**src/include/scsi_ctl_map.svh**
```systemverilog
/*
 * constants for the scsi chip host controller: chip port numbers,
 * chip register bit positions, own register offsets, timing figures.
 * assumes a 125 MHz system clock; included by bare name.
 */
`ifndef SCSI_CTL_MAP_SVH
`define SCSI_CTL_MAP_SVH

// ---------------------------------------------------------------
// chip ports (three address pins)
// ---------------------------------------------------------------
`define PORT_DATA        3'h0
`define PORT_MODE        3'h2
`define PORT_BUS_STAT    3'h4
`define PORT_BUS_AND_ST  3'h5
`define PORT_SEND        3'h5
`define PORT_TGT_RX      3'h6
`define PORT_INIT_RX     3'h7
`define PORT_CLEAR       3'h7

// ---------------------------------------------------------------
// chip register bits
// ---------------------------------------------------------------
`define MODE_ARB_BIT     0
`define MODE_DMA_BIT     1
`define MODE_TGT_BIT     6
`define MODE_CFG_MASK    8'h3C
`define BUSST_REQ_BIT    5
`define BAS_ACK_BIT      0

// ---------------------------------------------------------------
// own register file
// ---------------------------------------------------------------
`define REG_CMD          4'h0
`define REG_MODE_CFG     4'h1
`define REG_STATUS       4'h2
`define REG_RDATA        4'h3
`define CMD_SEND         4'h1
`define CMD_TGT_RX       4'h2
`define CMD_INIT_RX      4'h3
`define CMD_CLEAR        4'h4
`define CMD_ARB          4'h5
`define CMD_RESET        4'h6
`define CMD_EOP          4'h7
`define CMD_DRAIN        4'h8
`define STAT_BUSY_BIT    0
`define STAT_IRQ_BIT     1
`define STAT_DRAIN_BIT   2
`define MODE_CFG_RESET   8'h00

// ---------------------------------------------------------------
// timing
// ---------------------------------------------------------------
`define CLK_PERIOD_NS    8
`define ACC_NS           120
`define EOP_MIN_NS       100
`define RST_MIN_NS       200
`define ARB_WAIT_NS      2200
`define CEIL_CYC(ns)     (((ns) + `CLK_PERIOD_NS - 1) / `CLK_PERIOD_NS)
`define ACC_CYC          `CEIL_CYC(`ACC_NS)
`define EOP_CYC          `CEIL_CYC(`EOP_MIN_NS)
`define RST_CYC          `CEIL_CYC(`RST_MIN_NS)
`define ARB_WAIT_CYC     `CEIL_CYC(`ARB_WAIT_NS)

`endif

```
**src/include/scsi_ctl_pkg.sv**
```systemverilog
/*
 * types of the scsi chip host controller: state encodings.
 * assumes nothing beyond a sv compiler.
 */
package scsi_ctl_pkg;

   // ------------------------------------------------------------
   // sequencer and bus cycle states, one-hot
   // ------------------------------------------------------------
   typedef enum logic [10:0] {
      ST_IDLE    = 11'h001,
      ST_MODE    = 11'h002,
      ST_START   = 11'h004,
      ST_CLEAR   = 11'h008,
      ST_ARB     = 11'h010,
      ST_ARBWAIT = 11'h020,
      ST_ARBRD   = 11'h040,
      ST_RESET   = 11'h080,
      ST_EOP     = 11'h100,
      ST_POLLREQ = 11'h200,
      ST_POLLACK = 11'h400
   } ctl_state_e;

   typedef enum logic [3:0] {
      CY_IDLE   = 4'h1,
      CY_SETUP  = 4'h2,
      CY_STROBE = 4'h4,
      CY_HOLD   = 4'h8
   } cyc_state_e;

endpackage

```
**src/hdl/chip_bus_cycle.sv**
```systemverilog
/*
 * one chip access: register read/write with chip select, or a dma
 * write cycle with acknowledge and optional end-of-process strobe.
 * assumes go_i is a one-cycle pulse given only while idle.
 */
`include "scsi_ctl_map.svh"

module chip_bus_cycle (
   input wire logic ref_clk_i, // system clock
   input wire logic arst_n_i, // async reset, low
   input wire logic go_i, // start one access
   input wire logic write_i, // write, else read
   input wire logic dma_i, // acknowledge instead of select
   input wire logic eop_i, // end-of-process with strobe
   input wire logic [2:0] addr_i, // chip port
   input wire logic [7:0] wdata_i, // write byte
   input wire logic [7:0] chip_d_i, // chip data pins in
   output logic chip_cs_n_o, // chip select
   output logic dack_n_o, // dma acknowledge
   output logic eop_n_o, // transfer_end_strobe
   output logic rd_n_o, // read strobe
   output logic wr_n_o, // write strobe
   output logic [2:0] addr_o, // address pins
   output logic [7:0] d_o, // data pins out
   output logic d_oe_o, // data pins driven
   output logic [7:0] rdata_o, // byte read
   output logic done_o // access finished, pulse
);
   import scsi_ctl_pkg::*;

   cyc_state_e state_r, state_nxt;
   logic [7:0] cnt_r, cnt_nxt;
   logic [7:0] d_meta_r, d_sync_r;
   logic wr_r, dma_r, eop_r;
   logic take, acc_nxt, strb_nxt, wr_nxt, dma_nxt, eop_nxt;

   // ------------------------------------------------------------
   // sequencing
   // ------------------------------------------------------------
   assign take = (state_r == CY_IDLE) && go_i;
   assign wr_nxt = take ? write_i : wr_r;
   assign dma_nxt = take ? dma_i : dma_r;
   assign eop_nxt = take ? eop_i : eop_r;
   assign acc_nxt = (state_nxt != CY_IDLE);
   assign strb_nxt = (state_nxt == CY_STROBE);

   // strobe width fixed by counter, long enough for the eop minimum
   always_comb begin
      state_nxt = state_r;
      cnt_nxt = cnt_r;
      case (state_r)
         CY_IDLE: if (go_i) state_nxt = CY_SETUP;
         CY_SETUP: begin
            state_nxt = CY_STROBE;
            cnt_nxt = 8'(`ACC_CYC - 1);
         end
         CY_STROBE: begin
            if (cnt_r == 8'h00) state_nxt = CY_HOLD;
            else cnt_nxt = cnt_r - 8'h01;
         end
         CY_HOLD: state_nxt = CY_IDLE;
         default: state_nxt = CY_IDLE;
      endcase
   end

   always_ff @(posedge ref_clk_i or negedge arst_n_i) begin
      if (!arst_n_i) begin
         state_r <= CY_IDLE;
         cnt_r <= 8'h00;
      end else begin
         state_r <= state_nxt;
         cnt_r <= cnt_nxt;
      end
   end

   // latched request, feeds the address and data pins directly
   always_ff @(posedge ref_clk_i or negedge arst_n_i) begin
      if (!arst_n_i) begin
         wr_r <= 1'b0;
         dma_r <= 1'b0;
         eop_r <= 1'b0;
         addr_o <= 3'h0;
         d_o <= 8'h00;
      end else if (take) begin
         wr_r <= write_i;
         dma_r <= dma_i;
         eop_r <= eop_i;
         addr_o <= addr_i;
         d_o <= wdata_i;
      end
   end

   // pin strobes registered from next state, so no glitches
   always_ff @(posedge ref_clk_i or negedge arst_n_i) begin
      if (!arst_n_i) begin
         chip_cs_n_o <= 1'b1;
         dack_n_o <= 1'b1;
         eop_n_o <= 1'b1;
         rd_n_o <= 1'b1;
         wr_n_o <= 1'b1;
         d_oe_o <= 1'b0;
      end else begin
         chip_cs_n_o <= !(acc_nxt && !dma_nxt);
         dack_n_o <= !(acc_nxt && dma_nxt);
         eop_n_o <= !(strb_nxt && eop_nxt);
         rd_n_o <= !(strb_nxt && !wr_nxt);
         wr_n_o <= !(strb_nxt && wr_nxt);
         d_oe_o <= acc_nxt && wr_nxt;
      end
   end

   // data pins are asynchronous: two flops before capture
   always_ff @(posedge ref_clk_i or negedge arst_n_i) begin
      if (!arst_n_i) begin
         d_meta_r <= 8'h00;
         d_sync_r <= 8'h00;
         rdata_o <= 8'h00;
         done_o <= 1'b0;
      end else begin
         d_meta_r <= chip_d_i;
         d_sync_r <= d_meta_r;
         if (state_r == CY_STROBE && cnt_r == 8'h00 && !wr_r)
            rdata_o <= d_sync_r;
         done_o <= (state_r == CY_HOLD);
      end
   end

   // ------------------------------------------------------------
   // assertions
   // ------------------------------------------------------------
   logic [7:0] lo_cnt_r;
   logic strb_lo;
   localparam int ACC_MIN = `ACC_CYC;
   assign strb_lo = !rd_n_o || !wr_n_o;

   // helper: length of the current strobe
   always_ff @(posedge ref_clk_i or negedge arst_n_i) begin
      if (!arst_n_i) lo_cnt_r <= 8'h00;
      else if (strb_lo) lo_cnt_r <= lo_cnt_r + 8'h01;
      else lo_cnt_r <= 8'h00;
   end

   property p_strobe_len;
      @(posedge ref_clk_i) disable iff (!arst_n_i)
         $fell(strb_lo) |-> ($past(lo_cnt_r) == 8'(ACC_MIN - 1));
   endproperty
   a_strobe_len: assert property (p_strobe_len)
      else $error("strobe width differs from access count");

   property p_eop_qual;
      @(posedge ref_clk_i) disable iff (!arst_n_i)
         $fell(eop_n_o) |->
            (!eop_n_o && !dack_n_o && (!wr_n_o || !rd_n_o))[*8];
   endproperty
   a_eop_qual: assert property (p_eop_qual)
      else $error("eop not held with dack and strobe");

endmodule // chip_bus_cycle

```
**src/hdl/scsi_host_ctl.sv**
```systemverilog
/*
 * host controller for a clockless scsi interface chip: starts dma
 * transfers, clears chip flags, runs arbitration, resets the chip,
 * ends dma with an end-of-process strobe and waits for the bus to
 * drain. assumes the chip pins are asynchronous and software uses a
 * plain strobe port with read data one cycle later.
 */
`include "scsi_ctl_map.svh"

module scsi_host_ctl (
   input wire logic ref_clk_i, // 125 MHz clock
   input wire logic arst_n_i, // async reset, low
   input wire logic [3:0] sw_addr_i, // register address
   input wire logic [7:0] sw_wdata_i, // register write data
   input wire logic sw_wr_i, // write strobe
   input wire logic sw_rd_i, // read strobe
   output logic [7:0] sw_rdata_o, // read data, next cycle
   input wire logic [7:0] chip_d_i, // chip data pins in
   output logic [7:0] chip_d_o, // chip data pins out
   output logic chip_d_oe_o, // chip data driven
   output logic [2:0] chip_addr_o, // chip address pins
   output logic chip_cs_n_o, // chip select
   output logic chip_rd_n_o, // chip read strobe
   output logic chip_wr_n_o, // chip write strobe
   output logic chip_rst_n_o, // chip reset
   output logic dack_n_o, // dma acknowledge
   output logic transfer_end_strobe_n_o, // end of process
   input wire logic irq_i // chip interrupt, high
);
   import scsi_ctl_pkg::*;

   ctl_state_e state_r, state_nxt;
   logic [15:0] timer_r, timer_nxt;
   logic [7:0] mode_cfg_r, rdata_r, cyc_rdata, cyc_wdata;
   logic [2:0] start_port_r, cyc_addr;
   logic role_r, req_seen_r, drain_ok_r, go_r, cyc_done;
   logic irq_meta_r, irq_sync_r;
   logic cmd_take, cyc_write, cyc_dma, is_access, go_nxt, drained;
   logic [3:0] cmd;
   logic [7:0] mode_start, mode_arb, status_val, rd_val;

   // ------------------------------------------------------------
   // software port decode
   // ------------------------------------------------------------
   assign cmd = sw_wdata_i[3:0];
   assign cmd_take = sw_wr_i && (sw_addr_i == `REG_CMD)
      && (state_r == ST_IDLE);
   assign status_val = {5'h00, drain_ok_r, irq_sync_r,
      (state_r != ST_IDLE)};
   assign rd_val = (sw_addr_i == `REG_MODE_CFG) ? mode_cfg_r :
      (sw_addr_i == `REG_STATUS) ? status_val :
      (sw_addr_i == `REG_RDATA) ? rdata_r : 8'h00;

   // mode bytes: software options plus dma enable and role, or plus the arbitrate bit
   assign mode_start = (mode_cfg_r & `MODE_CFG_MASK)
      | (8'h01 << `MODE_DMA_BIT)
      | ({7'h00, role_r} << `MODE_TGT_BIT);
   assign mode_arb = (mode_cfg_r & `MODE_CFG_MASK)
      | (8'h01 << `MODE_ARB_BIT);

   // ------------------------------------------------------------
   // access selection per state
   // ------------------------------------------------------------
   assign is_access = (state_nxt != ST_IDLE) && (state_nxt != ST_ARBWAIT)
      && (state_nxt != ST_RESET);
   assign go_nxt = is_access && (state_nxt != state_r);
   assign cyc_write = (state_r == ST_MODE) || (state_r == ST_START)
      || (state_r == ST_ARB) || (state_r == ST_EOP);
   assign cyc_dma = (state_r == ST_EOP);
   assign cyc_addr = (state_r == ST_MODE) ? `PORT_MODE :
      (state_r == ST_ARB) ? `PORT_MODE :
      (state_r == ST_START) ? start_port_r :
      (state_r == ST_CLEAR) ? `PORT_CLEAR :
      (state_r == ST_POLLREQ) ? `PORT_BUS_STAT :
      (state_r == ST_POLLACK) ? `PORT_BUS_AND_ST : `PORT_DATA;
   assign cyc_wdata = (state_r == ST_MODE) ? mode_start :
      (state_r == ST_ARB) ? mode_arb : 8'h00; // start data is ignored
   assign drained = !req_seen_r && !cyc_rdata[`BAS_ACK_BIT];

   // sequencer; drain polling has no timeout, only a drained poll or the async reset ends it
   always_comb begin
      state_nxt = state_r;
      timer_nxt = (timer_r != 16'h0000) ? timer_r - 16'h0001 : timer_r;
      case (state_r)
         ST_IDLE: begin
            if (cmd_take) begin
               case (cmd)
                  `CMD_SEND, `CMD_TGT_RX, `CMD_INIT_RX: state_nxt = ST_MODE;
                  `CMD_CLEAR: state_nxt = ST_CLEAR;
                  `CMD_ARB: state_nxt = ST_ARB;
                  `CMD_RESET: begin
                     state_nxt = ST_RESET;
                     timer_nxt = 16'(`RST_CYC - 1);
                  end
                  `CMD_EOP: state_nxt = ST_EOP;
                  `CMD_DRAIN: state_nxt = ST_POLLREQ;
                  default: state_nxt = ST_IDLE;
               endcase
            end
         end
         ST_MODE: if (cyc_done) state_nxt = ST_START;
         ST_START: if (cyc_done) state_nxt = ST_IDLE;
         ST_CLEAR: if (cyc_done) state_nxt = ST_IDLE;
         ST_ARB: begin
            if (cyc_done) begin
               state_nxt = ST_ARBWAIT;
               timer_nxt = 16'(`ARB_WAIT_CYC - 1);
            end
         end
         ST_ARBWAIT: if (timer_r == 16'h0000) state_nxt = ST_ARBRD;
         ST_ARBRD: if (cyc_done) state_nxt = ST_IDLE;
         ST_RESET: if (timer_r == 16'h0000) state_nxt = ST_IDLE;
         ST_EOP: if (cyc_done) state_nxt = ST_IDLE;
         ST_POLLREQ: if (cyc_done) state_nxt = ST_POLLACK;
         ST_POLLACK: begin
            if (cyc_done) state_nxt = drained ? ST_IDLE : ST_POLLREQ;
         end
         default: state_nxt = ST_IDLE;
      endcase
   end

   always_ff @(posedge ref_clk_i or negedge arst_n_i) begin
      if (!arst_n_i) begin
         state_r <= ST_IDLE;
         timer_r <= 16'h0000;
         go_r <= 1'b0;
         chip_rst_n_o <= 1'b1;
      end else begin
         state_r <= state_nxt;
         timer_r <= timer_nxt;
         go_r <= go_nxt;
         chip_rst_n_o <= (state_nxt != ST_RESET);
      end
   end

   // ------------------------------------------------------------
   // own registers
   // ------------------------------------------------------------
   always_ff @(posedge ref_clk_i or negedge arst_n_i) begin
      if (!arst_n_i) begin
         mode_cfg_r <= `MODE_CFG_RESET;
         start_port_r <= `PORT_SEND;
         role_r <= 1'b0;
         sw_rdata_o <= 8'h00;
      end else begin
         if (sw_wr_i && sw_addr_i == `REG_MODE_CFG) mode_cfg_r <= sw_wdata_i;
         if (cmd_take) begin
            start_port_r <= (cmd == `CMD_TGT_RX) ? `PORT_TGT_RX :
               (cmd == `CMD_INIT_RX) ? `PORT_INIT_RX : `PORT_SEND;
            role_r <= (cmd == `CMD_TGT_RX) ? 1'b1 :
               (cmd == `CMD_INIT_RX) ? 1'b0 : mode_cfg_r[`MODE_TGT_BIT];
         end
         sw_rdata_o <= sw_rd_i ? rd_val : 8'h00;
      end
   end

   // read results and drain flag; a new command clears the flag
   always_ff @(posedge ref_clk_i or negedge arst_n_i) begin
      if (!arst_n_i) begin
         rdata_r <= 8'h00;
         req_seen_r <= 1'b0;
         drain_ok_r <= 1'b0;
      end else begin
         if (cyc_done && !cyc_write) rdata_r <= cyc_rdata;
         if (cyc_done && state_r == ST_POLLREQ)
            req_seen_r <= cyc_rdata[`BUSST_REQ_BIT];
         if (state_r == ST_POLLACK && cyc_done && drained)
            drain_ok_r <= 1'b1;
         else if (cmd_take) drain_ok_r <= 1'b0;
      end
   end

   // interrupt pin is asynchronous: two flops before use
   always_ff @(posedge ref_clk_i or negedge arst_n_i) begin
      if (!arst_n_i) begin
         irq_meta_r <= 1'b0;
         irq_sync_r <= 1'b0;
      end else begin
         irq_meta_r <= irq_i;
         irq_sync_r <= irq_meta_r;
      end
   end

   chip_bus_cycle u_cycle (
      .ref_clk_i(ref_clk_i),
      .arst_n_i(arst_n_i),
      .go_i(go_r),
      .write_i(cyc_write),
      .dma_i(cyc_dma),
      .eop_i(cyc_dma),
      .addr_i(cyc_addr),
      .wdata_i(cyc_wdata),
      .chip_d_i(chip_d_i),
      .chip_cs_n_o(chip_cs_n_o),
      .dack_n_o(dack_n_o),
      .eop_n_o(transfer_end_strobe_n_o),
      .rd_n_o(chip_rd_n_o),
      .wr_n_o(chip_wr_n_o),
      .addr_o(chip_addr_o),
      .d_o(chip_d_o),
      .d_oe_o(chip_d_oe_o),
      .rdata_o(cyc_rdata),
      .done_o(cyc_done)
   );

   // ------------------------------------------------------------
   // assertions
   // ------------------------------------------------------------
   logic [7:0] last_mode_r;
   logic [15:0] arb_cnt_r;
   logic [7:0] rst_lo_r;
   logic mode_wr;
   localparam int ARB_MIN = `ARB_WAIT_CYC;
   localparam int RST_MIN = `RST_CYC;
   assign mode_wr = !chip_cs_n_o && !chip_wr_n_o
      && chip_addr_o == `PORT_MODE;

   // helpers: last mode byte, time since arbitrate, reset length
   always_ff @(posedge ref_clk_i or negedge arst_n_i) begin
      if (!arst_n_i) begin
         last_mode_r <= 8'h00;
         arb_cnt_r <= 16'h0000;
         rst_lo_r <= 8'h00;
      end else begin
         if (mode_wr) last_mode_r <= chip_d_o;
         if (mode_wr && chip_d_o[`MODE_ARB_BIT]) arb_cnt_r <= 16'h0000;
         else if (arb_cnt_r != 16'hFFFF) arb_cnt_r <= arb_cnt_r + 16'h0001;
         rst_lo_r <= chip_rst_n_o ? 8'h00 : rst_lo_r + 8'h01;
      end
   end

   property p_send_mode;
      @(posedge ref_clk_i) disable iff (!arst_n_i)
         (!chip_wr_n_o && !chip_cs_n_o && chip_addr_o == `PORT_SEND)
            |-> last_mode_r[`MODE_DMA_BIT];
   endproperty
   a_send_mode: assert property (p_send_mode)
      else $error("send start without dma enable");

   property p_trx_mode;
      @(posedge ref_clk_i) disable iff (!arst_n_i)
         (!chip_wr_n_o && !chip_cs_n_o && chip_addr_o == `PORT_TGT_RX)
            |-> (last_mode_r[`MODE_DMA_BIT] && last_mode_r[`MODE_TGT_BIT]);
   endproperty
   a_trx_mode: assert property (p_trx_mode)
      else $error("target receive start with wrong mode");

   property p_irx_mode;
      @(posedge ref_clk_i) disable iff (!arst_n_i)
         (!chip_wr_n_o && !chip_cs_n_o && chip_addr_o == `PORT_INIT_RX)
            |-> (last_mode_r[`MODE_DMA_BIT] && !last_mode_r[`MODE_TGT_BIT]);
   endproperty
   a_irx_mode: assert property (p_irx_mode)
      else $error("initiator receive start with wrong mode");

   property p_clear_read;
      @(posedge ref_clk_i) disable iff (!arst_n_i)
         (cmd_take && cmd == `CMD_CLEAR) |-> ##[2:20]
            (!chip_cs_n_o && !chip_rd_n_o && chip_addr_o == `PORT_CLEAR);
   endproperty
   a_clear_read: assert property (p_clear_read)
      else $error("clear command gave no port 7 read");

   property p_arb_wait;
      @(posedge ref_clk_i) disable iff (!arst_n_i)
         (state_r == ST_ARBRD && !chip_rd_n_o) |-> (arb_cnt_r >= ARB_MIN);
   endproperty
   a_arb_wait: assert property (p_arb_wait)
      else $error("data bus read too soon after arbitration");

   property p_rst_len;
      @(posedge ref_clk_i) disable iff (!arst_n_i)
         $rose(chip_rst_n_o) |-> (rst_lo_r >= RST_MIN);
   endproperty
   a_rst_len: assert property (p_rst_len)
      else $error("chip reset pulse too short");

   property p_drain;
      @(posedge ref_clk_i) disable iff (!arst_n_i)
         $rose(drain_ok_r) |->
            (!$past(req_seen_r) && !$past(cyc_rdata[`BAS_ACK_BIT]));
   endproperty
   a_drain: assert property (p_drain)
      else $error("drain reported with req or ack still set");

   c_send: cover property (@(posedge ref_clk_i) disable iff (!arst_n_i)
      !chip_wr_n_o && !chip_cs_n_o && chip_addr_o == `PORT_SEND);
   c_arb: cover property (@(posedge ref_clk_i) disable iff (!arst_n_i)
      state_r == ST_ARBRD && cyc_done);
   c_eop: cover property (@(posedge ref_clk_i) disable iff (!arst_n_i)
      $fell(transfer_end_strobe_n_o));
   c_drain: cover property (@(posedge ref_clk_i) disable iff (!arst_n_i)
      $rose(drain_ok_r));

endmodule // scsi_host_ctl

```
**config.mk**
```make
export PLATFORM = sky130hd
export DESIGN_NAME = scsi_host_ctl
export DESIGN_NICKNAME = d
export VERILOG_FILES = /design/src/include/scsi_ctl_pkg.sv /design/src/hdl/chip_bus_cycle.sv /design/src/hdl/scsi_host_ctl.sv
export VERILOG_INCLUDE_DIRS = /design/src /design/src/include
export SDC_FILE = /design/constraint.sdc
export NUM_CORES = 1
export LEC_CHECK = 0
export BUFFER_PORTS_ARGS = -buffer_cell sky130_fd_sc_hd__buf_2
export CAP_MARGIN = 20
export CORE_UTILIZATION = 41
export DETAILED_ROUTE_END_ITERATION = 8
export PLACE_DENSITY_LB_ADDON = 0.25
export SETUP_SLACK_MARGIN = 0.02
export SKIP_CTS_REPAIR_TIMING = 1
export SYNTH_ARGS = -nofsm -noshare
export SYNTH_HDL_FRONTEND = slang
export SYNTH_SLANG_ARGS = --single-unit
```
**constraint.sdc**
```tcl
create_clock -name ref_clk_i -period 2.7 [get_ports ref_clk_i]
set_input_delay 0.54 -clock ref_clk_i [delete_from_list [all_inputs] [get_ports ref_clk_i]]
set_output_delay 0.54 -clock ref_clk_i [all_outputs]
set_load 0.1 [all_outputs]
```
### After elaboration in Yosys (flattened, before gate mapping)

Cells that the tools add are included.
Widths: inputs -> output; s select.

* $add $sub $neg: 2
* equal/unequal tests: 34
* mux-type cells: 42
* bitwise operators: 1
* reductions and logical operators: 43

Operators with widths (count)
* $mux 11: 8
* $pmux 11 s8: 1
* $mux 16: 4
* $pmux 10 s6: 1
* $mux 8: 5
* $pmux 16 s2: 1
* $eq 4x3->1 const B: 6
* $ne 11x1->1 const B: 2
* $eq 4x2->1 const B: 5
* $logic_and 1x1->1: 20
* $mux 3: 6
* $logic_not 16->1: 1
* $pmux 8 s2: 1
* $reduce_bool 16->1: 1
* $sub 16x1->16 const B: 1
* $eq 4x1->1 const B: 3
* $pmux 4 s3: 1
* $eq 11x1->1 const B: 1
* $eq 11x10->1 const B: 1
* $eq 11x11->1 const B: 1
* $eq 11x2->1 const B: 1
* $eq 11x3->1 const B: 1
* $eq 11x4->1 const B: 1
* $eq 11x5->1 const B: 1
* other kinds (26): 48

* flip-flop bits (word level): 118
* input port bits: 25
* output and inout bits: 26
* logic and storage cells: 152

### Logic depth before layout (Yosys ltp)

* depth in word-level cells: 9
* depth in mapped cells: 10
* mapped depth without buffers: 9

### By module

From an unflattened synthesis, not the netlist that was laid out.

* cells, all modules: 452
* area total of the unflattened synthesis: 5302.6 sq um

Modules (own cells, without submodules)
* scsi_host_ctl: times used 1, cells each 322, area an instance 3269.4 sq um, seq. area each 1505.2 sq um
* chip_bus_cycle: times used 1, cells each 130, area an instance 2033.2 sq um, seq. area each 1433.9 sq um

### Least setup slack after synthesis

No wires, ideal clock.

* kind: input -> register
* start: input sw_addr_i[1]
* end: register timer_r[13]
* setup time: 0.119 ns
* data arrival time: 2.126 ns
* data required time: 2.581 ns
* path slack: 0.456 ns
* cell stages on the path: 10
* buffers on the path: 3
* cells stage by stage: buf_2 > nor3_1 > nand3b_1 > or2_1 > buf_6 > nor3b_4 > nand3b_4 > nand2_4 > buf_8 > nor2_1

* word-level cells in the longest chain between the ends: 5

RTL lines
* start, declared: line scsi_host_ctl.sv:13 `input wire logic [3:0] sw_addr_i,`
* $logic_not 4->1 (no source line)
* $logic_and 1x1->1 (2 in a row): line scsi_host_ctl.sv:46 `` assign cmd_take = sw_wr_i && (sw_addr_i == `REG_CMD) ``
* $mux 16: line scsi_host_ctl.sv:86 `if (cmd_take) begin`
* $pmux 16 s2: line scsi_host_ctl.sv:84 `case (state_r)`
* net timer_nxt[13]: line scsi_host_ctl.sv:33 `logic [15:0] timer_r, timer_nxt;`
* end signal, assigned: line scsi_host_ctl.sv:130 `timer_r <= timer_nxt;`
* end, declared: line scsi_host_ctl.sv:33

The timed path passes the listed nets, and every way through them passes these cells.
A chain may end at the register's enable or synchronous reset.

### Final worst setup path

* start: register state_r[7]
* end: register go_r

* word-level cells in the longest chain between the ends: 8
* elaborated cells on any way between the ends: 29
* classes of those cells: eq/ne: 15; mux: 9; reduce/logical: 5

RTL lines
* start, declared: line scsi_host_ctl.sv:32 `ctl_state_e state_r, state_nxt;`
* start signal, assigned: line scsi_host_ctl.sv:129 `state_r <= state_nxt;`
* $eq 11x1->1: line scsi_host_ctl.sv:47, scsi_host_ctl.sv:84
* $logic_and 1x1->1: line scsi_host_ctl.sv:46
* $mux 11: line scsi_host_ctl.sv:86
* $pmux 11 s8: line scsi_host_ctl.sv:84
* $ne 11x1->1 / $ne 11x6->1 (equally long branches): line scsi_host_ctl.sv:64 `assign is_access = (state_nxt != ST_IDLE) && (state_nxt != ST_ARBWAIT)`
* $logic_and 1x1->1: line scsi_host_ctl.sv:64
* $logic_and 1x1->1: line scsi_host_ctl.sv:65 `&& (state_nxt != ST_RESET);`
* $logic_and 1x1->1 (*): line scsi_host_ctl.sv:66 `assign go_nxt = is_access && (state_nxt != state_r);`
* net go_nxt: line scsi_host_ctl.sv:38 `logic cmd_take, cyc_write, cyc_dma, is_access, go_nxt, drained;`
* end signal, assigned: line scsi_host_ctl.sv:131 `go_r <= go_nxt;`
* end, declared: line scsi_host_ctl.sv:36 `logic role_r, req_seen_r, drain_ok_r, go_r, cyc_done;`

Mark *: on every way through the listed nets, which the timed path passes. The rest lies on a longest branch.

==> impl_metrics.prom <==
# TYPE chip_impl_metric gauge
chip_impl_metric{name="route.final.wire_length",unit="um"} 11700
chip_impl_info{name="root_buffer",value="sky130_fd_sc_hd__clkbuf_16"} 1
chip_impl_metric{name="yosys.area.top_type_share",unit="%"} 50.8
chip_impl_metric{name="synthesis.area_per_instance",unit="sq um"} 10.9
chip_impl_metric{name="timing.clock.skew",unit="ps"} 5.45
chip_impl_metric{name="floorplan.die_area",unit="sq mm"} 0.0133
chip_impl_metric{name="htree_levels",unit=""} 4
chip_impl_metric{name="critPathMaxFanout",unit=""} 11
chip_impl_metric{name="postSynth.asyncResetShare",unit="%"} 100
chip_impl_info{name="timing.hold.worst.class",value="input port to register"} 1
chip_impl_metric{name="cap_viol_max_count",unit=""} 0
chip_impl_metric{name="antenna_found_initial",unit=""} 0
chip_impl_metric{name="grt_pass1_wl",unit="um"} 19500
chip_impl_metric{name="clk_pin_slew_worst_paths",unit="ps"} 60
chip_impl_metric{name="drive_above_1_share",unit="%"} 26.7
chip_impl_metric{name="final_core_utilization",unit="%"} 50.9
chip_impl_metric{name="die_h",unit="um"} 115
chip_impl_metric{name="final_antenna_net_count",unit=""} 0
chip_impl_metric{name="row_count",unit=""} 41
chip_impl_metric{name="worst_slew_margin_rel",unit="%"} 40.3
chip_impl_metric{name="static-leakage-power",unit="uW"} 0.00302
chip_impl_metric{name="viasPerCell",unit=""} 5.25
chip_impl_metric{name="max-vdd-ir-drop",unit="mV"} 0.543
chip_impl_metric{name="detail_route.wl_per_cell",unit="um"} 16.0
chip_impl_info{name="cts_tree",value="done"} 1
chip_impl_metric{name="power.switching",unit="uW"} 1800
chip_impl_metric{name="max-clock-path-buffers",unit=""} 2
chip_impl_metric{name="synth.ff_latch_count",unit=""} 116
chip_impl_info{name="status",value="finished clean"} 1
chip_impl_metric{name="initial_util",unit="%"} 42.0
chip_impl_metric{name="p_per_area",unit="mW/mm^2"} 923
chip_impl_metric{name="worst_skew_pair.late_latency",unit="ps"} 420
chip_impl_metric{name="remaining_drc_errors",unit=""} 0
chip_impl_metric{name="power.clock.fraction",unit="%"} 41.9
chip_impl_metric{name="share_of_the_clock_period_used_by_the_worst_path_after_layout",unit="%"} 92.0
chip_impl_info{name="most_frequent_standard_cell_in_the_layout_excluding_fill_and_tap_cells",value="sky130_fd_sc_hd__dfrtp_1"} 1
chip_impl_metric{name="timing.critical_path.required",unit="ps"} 3010
chip_impl_info{name="grt_setup_unrepaired",value="false"} 1
chip_impl_metric{name="syn2layout_area_growth",unit="%"} 21.3
chip_impl_metric{name="swShare",unit="%"} 30.4
chip_impl_metric{name="die_w",unit="um"} 115
chip_impl_metric{name="numClockSinks",unit=""} 116
chip_impl_metric{name="synth_enable_flop_cells",unit=""} 0
chip_impl_metric{name="cts-buffers-inserted",unit=""} 17
chip_impl_metric{name="post_synth_instance_area",unit="sq mm"} 0.00528
chip_impl_metric{name="synth.yosys.seq_area_share",unit="%"} 55.2
chip_impl_info{name="synthTopCellsByArea",value="sky130_fd_sc_hd__dfrtp_1 (51%), sky130_fd_sc_hd__mux2_2 (5.3%), sky130_fd_sc_hd__dfstp_2 (4.5%)"} 1
chip_impl_info{name="postSynth.topFlopCell",value="sky130_fd_sc_hd__dfrtp_1"} 1
chip_impl_metric{name="share_seq_of_total_power",unit="%"} 39.3
chip_impl_metric{name="worstPathArrival",unit="ps"} 2790
chip_impl_metric{name="highest_attainable_clock_frequency",unit="MHz"} 403
chip_impl_metric{name="gp_weighted_congestion",unit=""} 0.864
chip_impl_metric{name="grt_util_all_layers",unit="%"} 19.9
chip_impl_info{name="most-common-layout-cells",value="sky130_fd_sc_hd__dfrtp_1 (107), sky130_fd_sc_hd__nand2_1 (61), sky130_fd_sc_hd__nor2_1 (55)"} 1
chip_impl_metric{name="p_comb_share",unit="%"} 18.8
chip_impl_metric{name="detailedRoute.firstPassIterationCount",unit=""} 6
chip_impl_metric{name="final-setup-viol-count",unit=""} 0
chip_impl_metric{name="worst_slew_pin_slew",unit="ps"} 884
chip_impl_metric{name="yosysWarnings",unit=""} 0
chip_impl_metric{name="grt-ovfl-total",unit=""} 0
chip_impl_info{name="worst_setup_sp_type",value="register"} 1
chip_impl_metric{name="cell_internal_power",unit="uW"} 4110
chip_impl_metric{name="synth_cell_types",unit=""} 70
chip_impl_metric{name="drv_slew",unit=""} 0
chip_impl_metric{name="finalHoldViolations",unit=""} 0
chip_impl_metric{name="fin_nets",unit=""} 576
chip_impl_metric{name="tns",unit="ps"} 0
chip_impl_metric{name="netlist_instances",unit=""} 486
chip_impl_info{name="crit_type",value="register to register"} 1
chip_impl_metric{name="drt_iter0_markers",unit=""} 261
chip_impl_info{name="cp-end-kind",value="register"} 1
chip_impl_metric{name="fin_hold_ws",unit="ps"} 227
chip_impl_metric{name="via_count",unit=""} 3853
chip_impl_metric{name="portBuffers",unit=""} 49
chip_impl_metric{name="maximum_number_of_pins_on_one_net_before_global_route_repair",unit=""} 107
chip_impl_metric{name="finalCriticalPeriod",unit="ps"} 2480
chip_impl_metric{name="core-area",unit="sq mm"} 0.0126
chip_impl_metric{name="place.detailed.hpwl",unit="um"} 8350
chip_impl_metric{name="synth.net_count",unit=""} 513
chip_impl_metric{name="io_pins",unit=""} 51
chip_impl_metric{name="first_global_vias",unit=""} 3838
chip_impl_info{name="post-synth-top-area-cell",value="sky130_fd_sc_hd__dfrtp_1"} 1
chip_impl_metric{name="diodes",unit=""} 0
-- cell families (layout without fill, tap and decap cells) --
family          count (synthesis)  after routing  share of synthesized area [%]
buf+inv                        30            106                           2.99
mux                            32             32                           6.67
simple gates                  222            222                           23.3
xor+xnor                       24             24                           3.98
other cells                     1              1                         0.0711
compound gates                 59             59                           7.31
flops                         116            116                           55.2
fa+ha+maj                       2              2                          0.474
-- synthesized netlist by cell type, types with 4 or more instances --
master                     count
sky130_fd_sc_hd__nor2_1       55
sky130_fd_sc_hd__buf_2         6
sky130_fd_sc_hd__nand2b_1      7
sky130_fd_sc_hd__a21o_1        4
sky130_fd_sc_hd__o21ai_0      14
sky130_fd_sc_hd__a21oi_1      16
sky130_fd_sc_hd__nor4b_1       5
sky130_fd_sc_hd__clkbuf_1      8
sky130_fd_sc_hd__nand2_1      61
sky130_fd_sc_hd__nand4_1       5
sky130_fd_sc_hd__xor2_1       12
sky130_fd_sc_hd__dfrtp_1     107
sky130_fd_sc_hd__nor4_1       12
sky130_fd_sc_hd__inv_1         9
sky130_fd_sc_hd__mux2_2       25
sky130_fd_sc_hd__mux2i_1       7
sky130_fd_sc_hd__xnor2_1      12
sky130_fd_sc_hd__nor3_1       15
sky130_fd_sc_hd__o31ai_1       4
sky130_fd_sc_hd__dfstp_2       9
sky130_fd_sc_hd__nand3_1      19
-- cell type report --
cell class                 instances  area (sq um)
inverter                          10          37.5
timing repair buffer              64           375
clock inverter                    13           220
clock buffer                      19           433
multi-input combinational        340          2200
fill                            1129          6170
sequential                       116          2910
tap                              172           215
-- worst paths after layout --
kind,from,end,slack (ps),cells after the start
max in group asynchronous,arst_n_i,u_cycle.addr_o[0],1380,3
max,state_r[7],go_r,220,6
min in group asynchronous,arst_n_i,u_cycle.cnt_r[0],500,2
min,chip_d_i[5],u_cycle.d_meta_r[5],230,1
max reg2reg,state_r[7],go_r,220,6
min reg2reg,u_cycle.d_meta_r[5],u_cycle.d_sync_r[5],350,0
-- sequential cells by signal, summed over array words and instances (netlist names), 4 cells and up --
register / cells
timer_r: 16
state_r: 11
mode_cfg_r: 8
rdata_r: 8
sw_rdata_o: 8
u_cycle.cnt_r: 8
u_cycle.d_meta_r: 8
u_cycle.d_sync_r: 8
u_cycle.rdata_o: 8
u_cycle.d_o: 7
u_cycle.state_r: 4
-- layer usage --
| layer | wire length, um | GRT usage [%] | vias to the layer above |
|---|---|---|---|
| li1 | - | - | 1838 |
| met2 | 5850 | 32.5 | 87 |
| met1 | 5200 | 24.7 | 1908 |
| met3 | 446 | 6.07 | 20 |
| met4 | 231 | 7.97 | 0 |
| met5 | 0 | 0 | - |
-- worst max-delay path, cell delays in order (launching register included) --
cell	delay [ps]
sky130_fd_sc_hd__dfrtp_1	500
sky130_fd_sc_hd__nor4_4	510
sky130_fd_sc_hd__nand3_2	130
sky130_fd_sc_hd__or2_1	390
sky130_fd_sc_hd__o2bb2ai_1	340
sky130_fd_sc_hd__nor4_1	150
sky130_fd_sc_hd__a2111oi_2	360
-- per-stage QoR --
step / power [uW] / cells / instance area [sq um] / worst slack (ps)
4_1_cts: 5980 / 733 / 6390 / 213
5_1_grt: 6220 / 734 / 6400 / 41.3
6_report: 5900 / 734 / 6400 / 217
3_3_place_gp: 3420 / 701 / 5740 / 168
3_5_place_dp: 3460 / 701 / 5740 / 148
2_1_floorplan: 3120 / 486 / 5280 / 456
-- power groups by stage --
stage / Combinational, uW / Clock [uW] / Sequential [uW]
2_1_floorplan: 688 / 0 / 2430
3_3_place_gp: 1090 / 0 / 2330
3_5_place_dp: 1110 / 0 / 2340
4_1_cts: 1120 / 2540 / 2320
5_1_grt: 1250 / 2610 / 2360
6_report: 1110 / 2470 / 2320
Power figures use the tool's default switching activity.
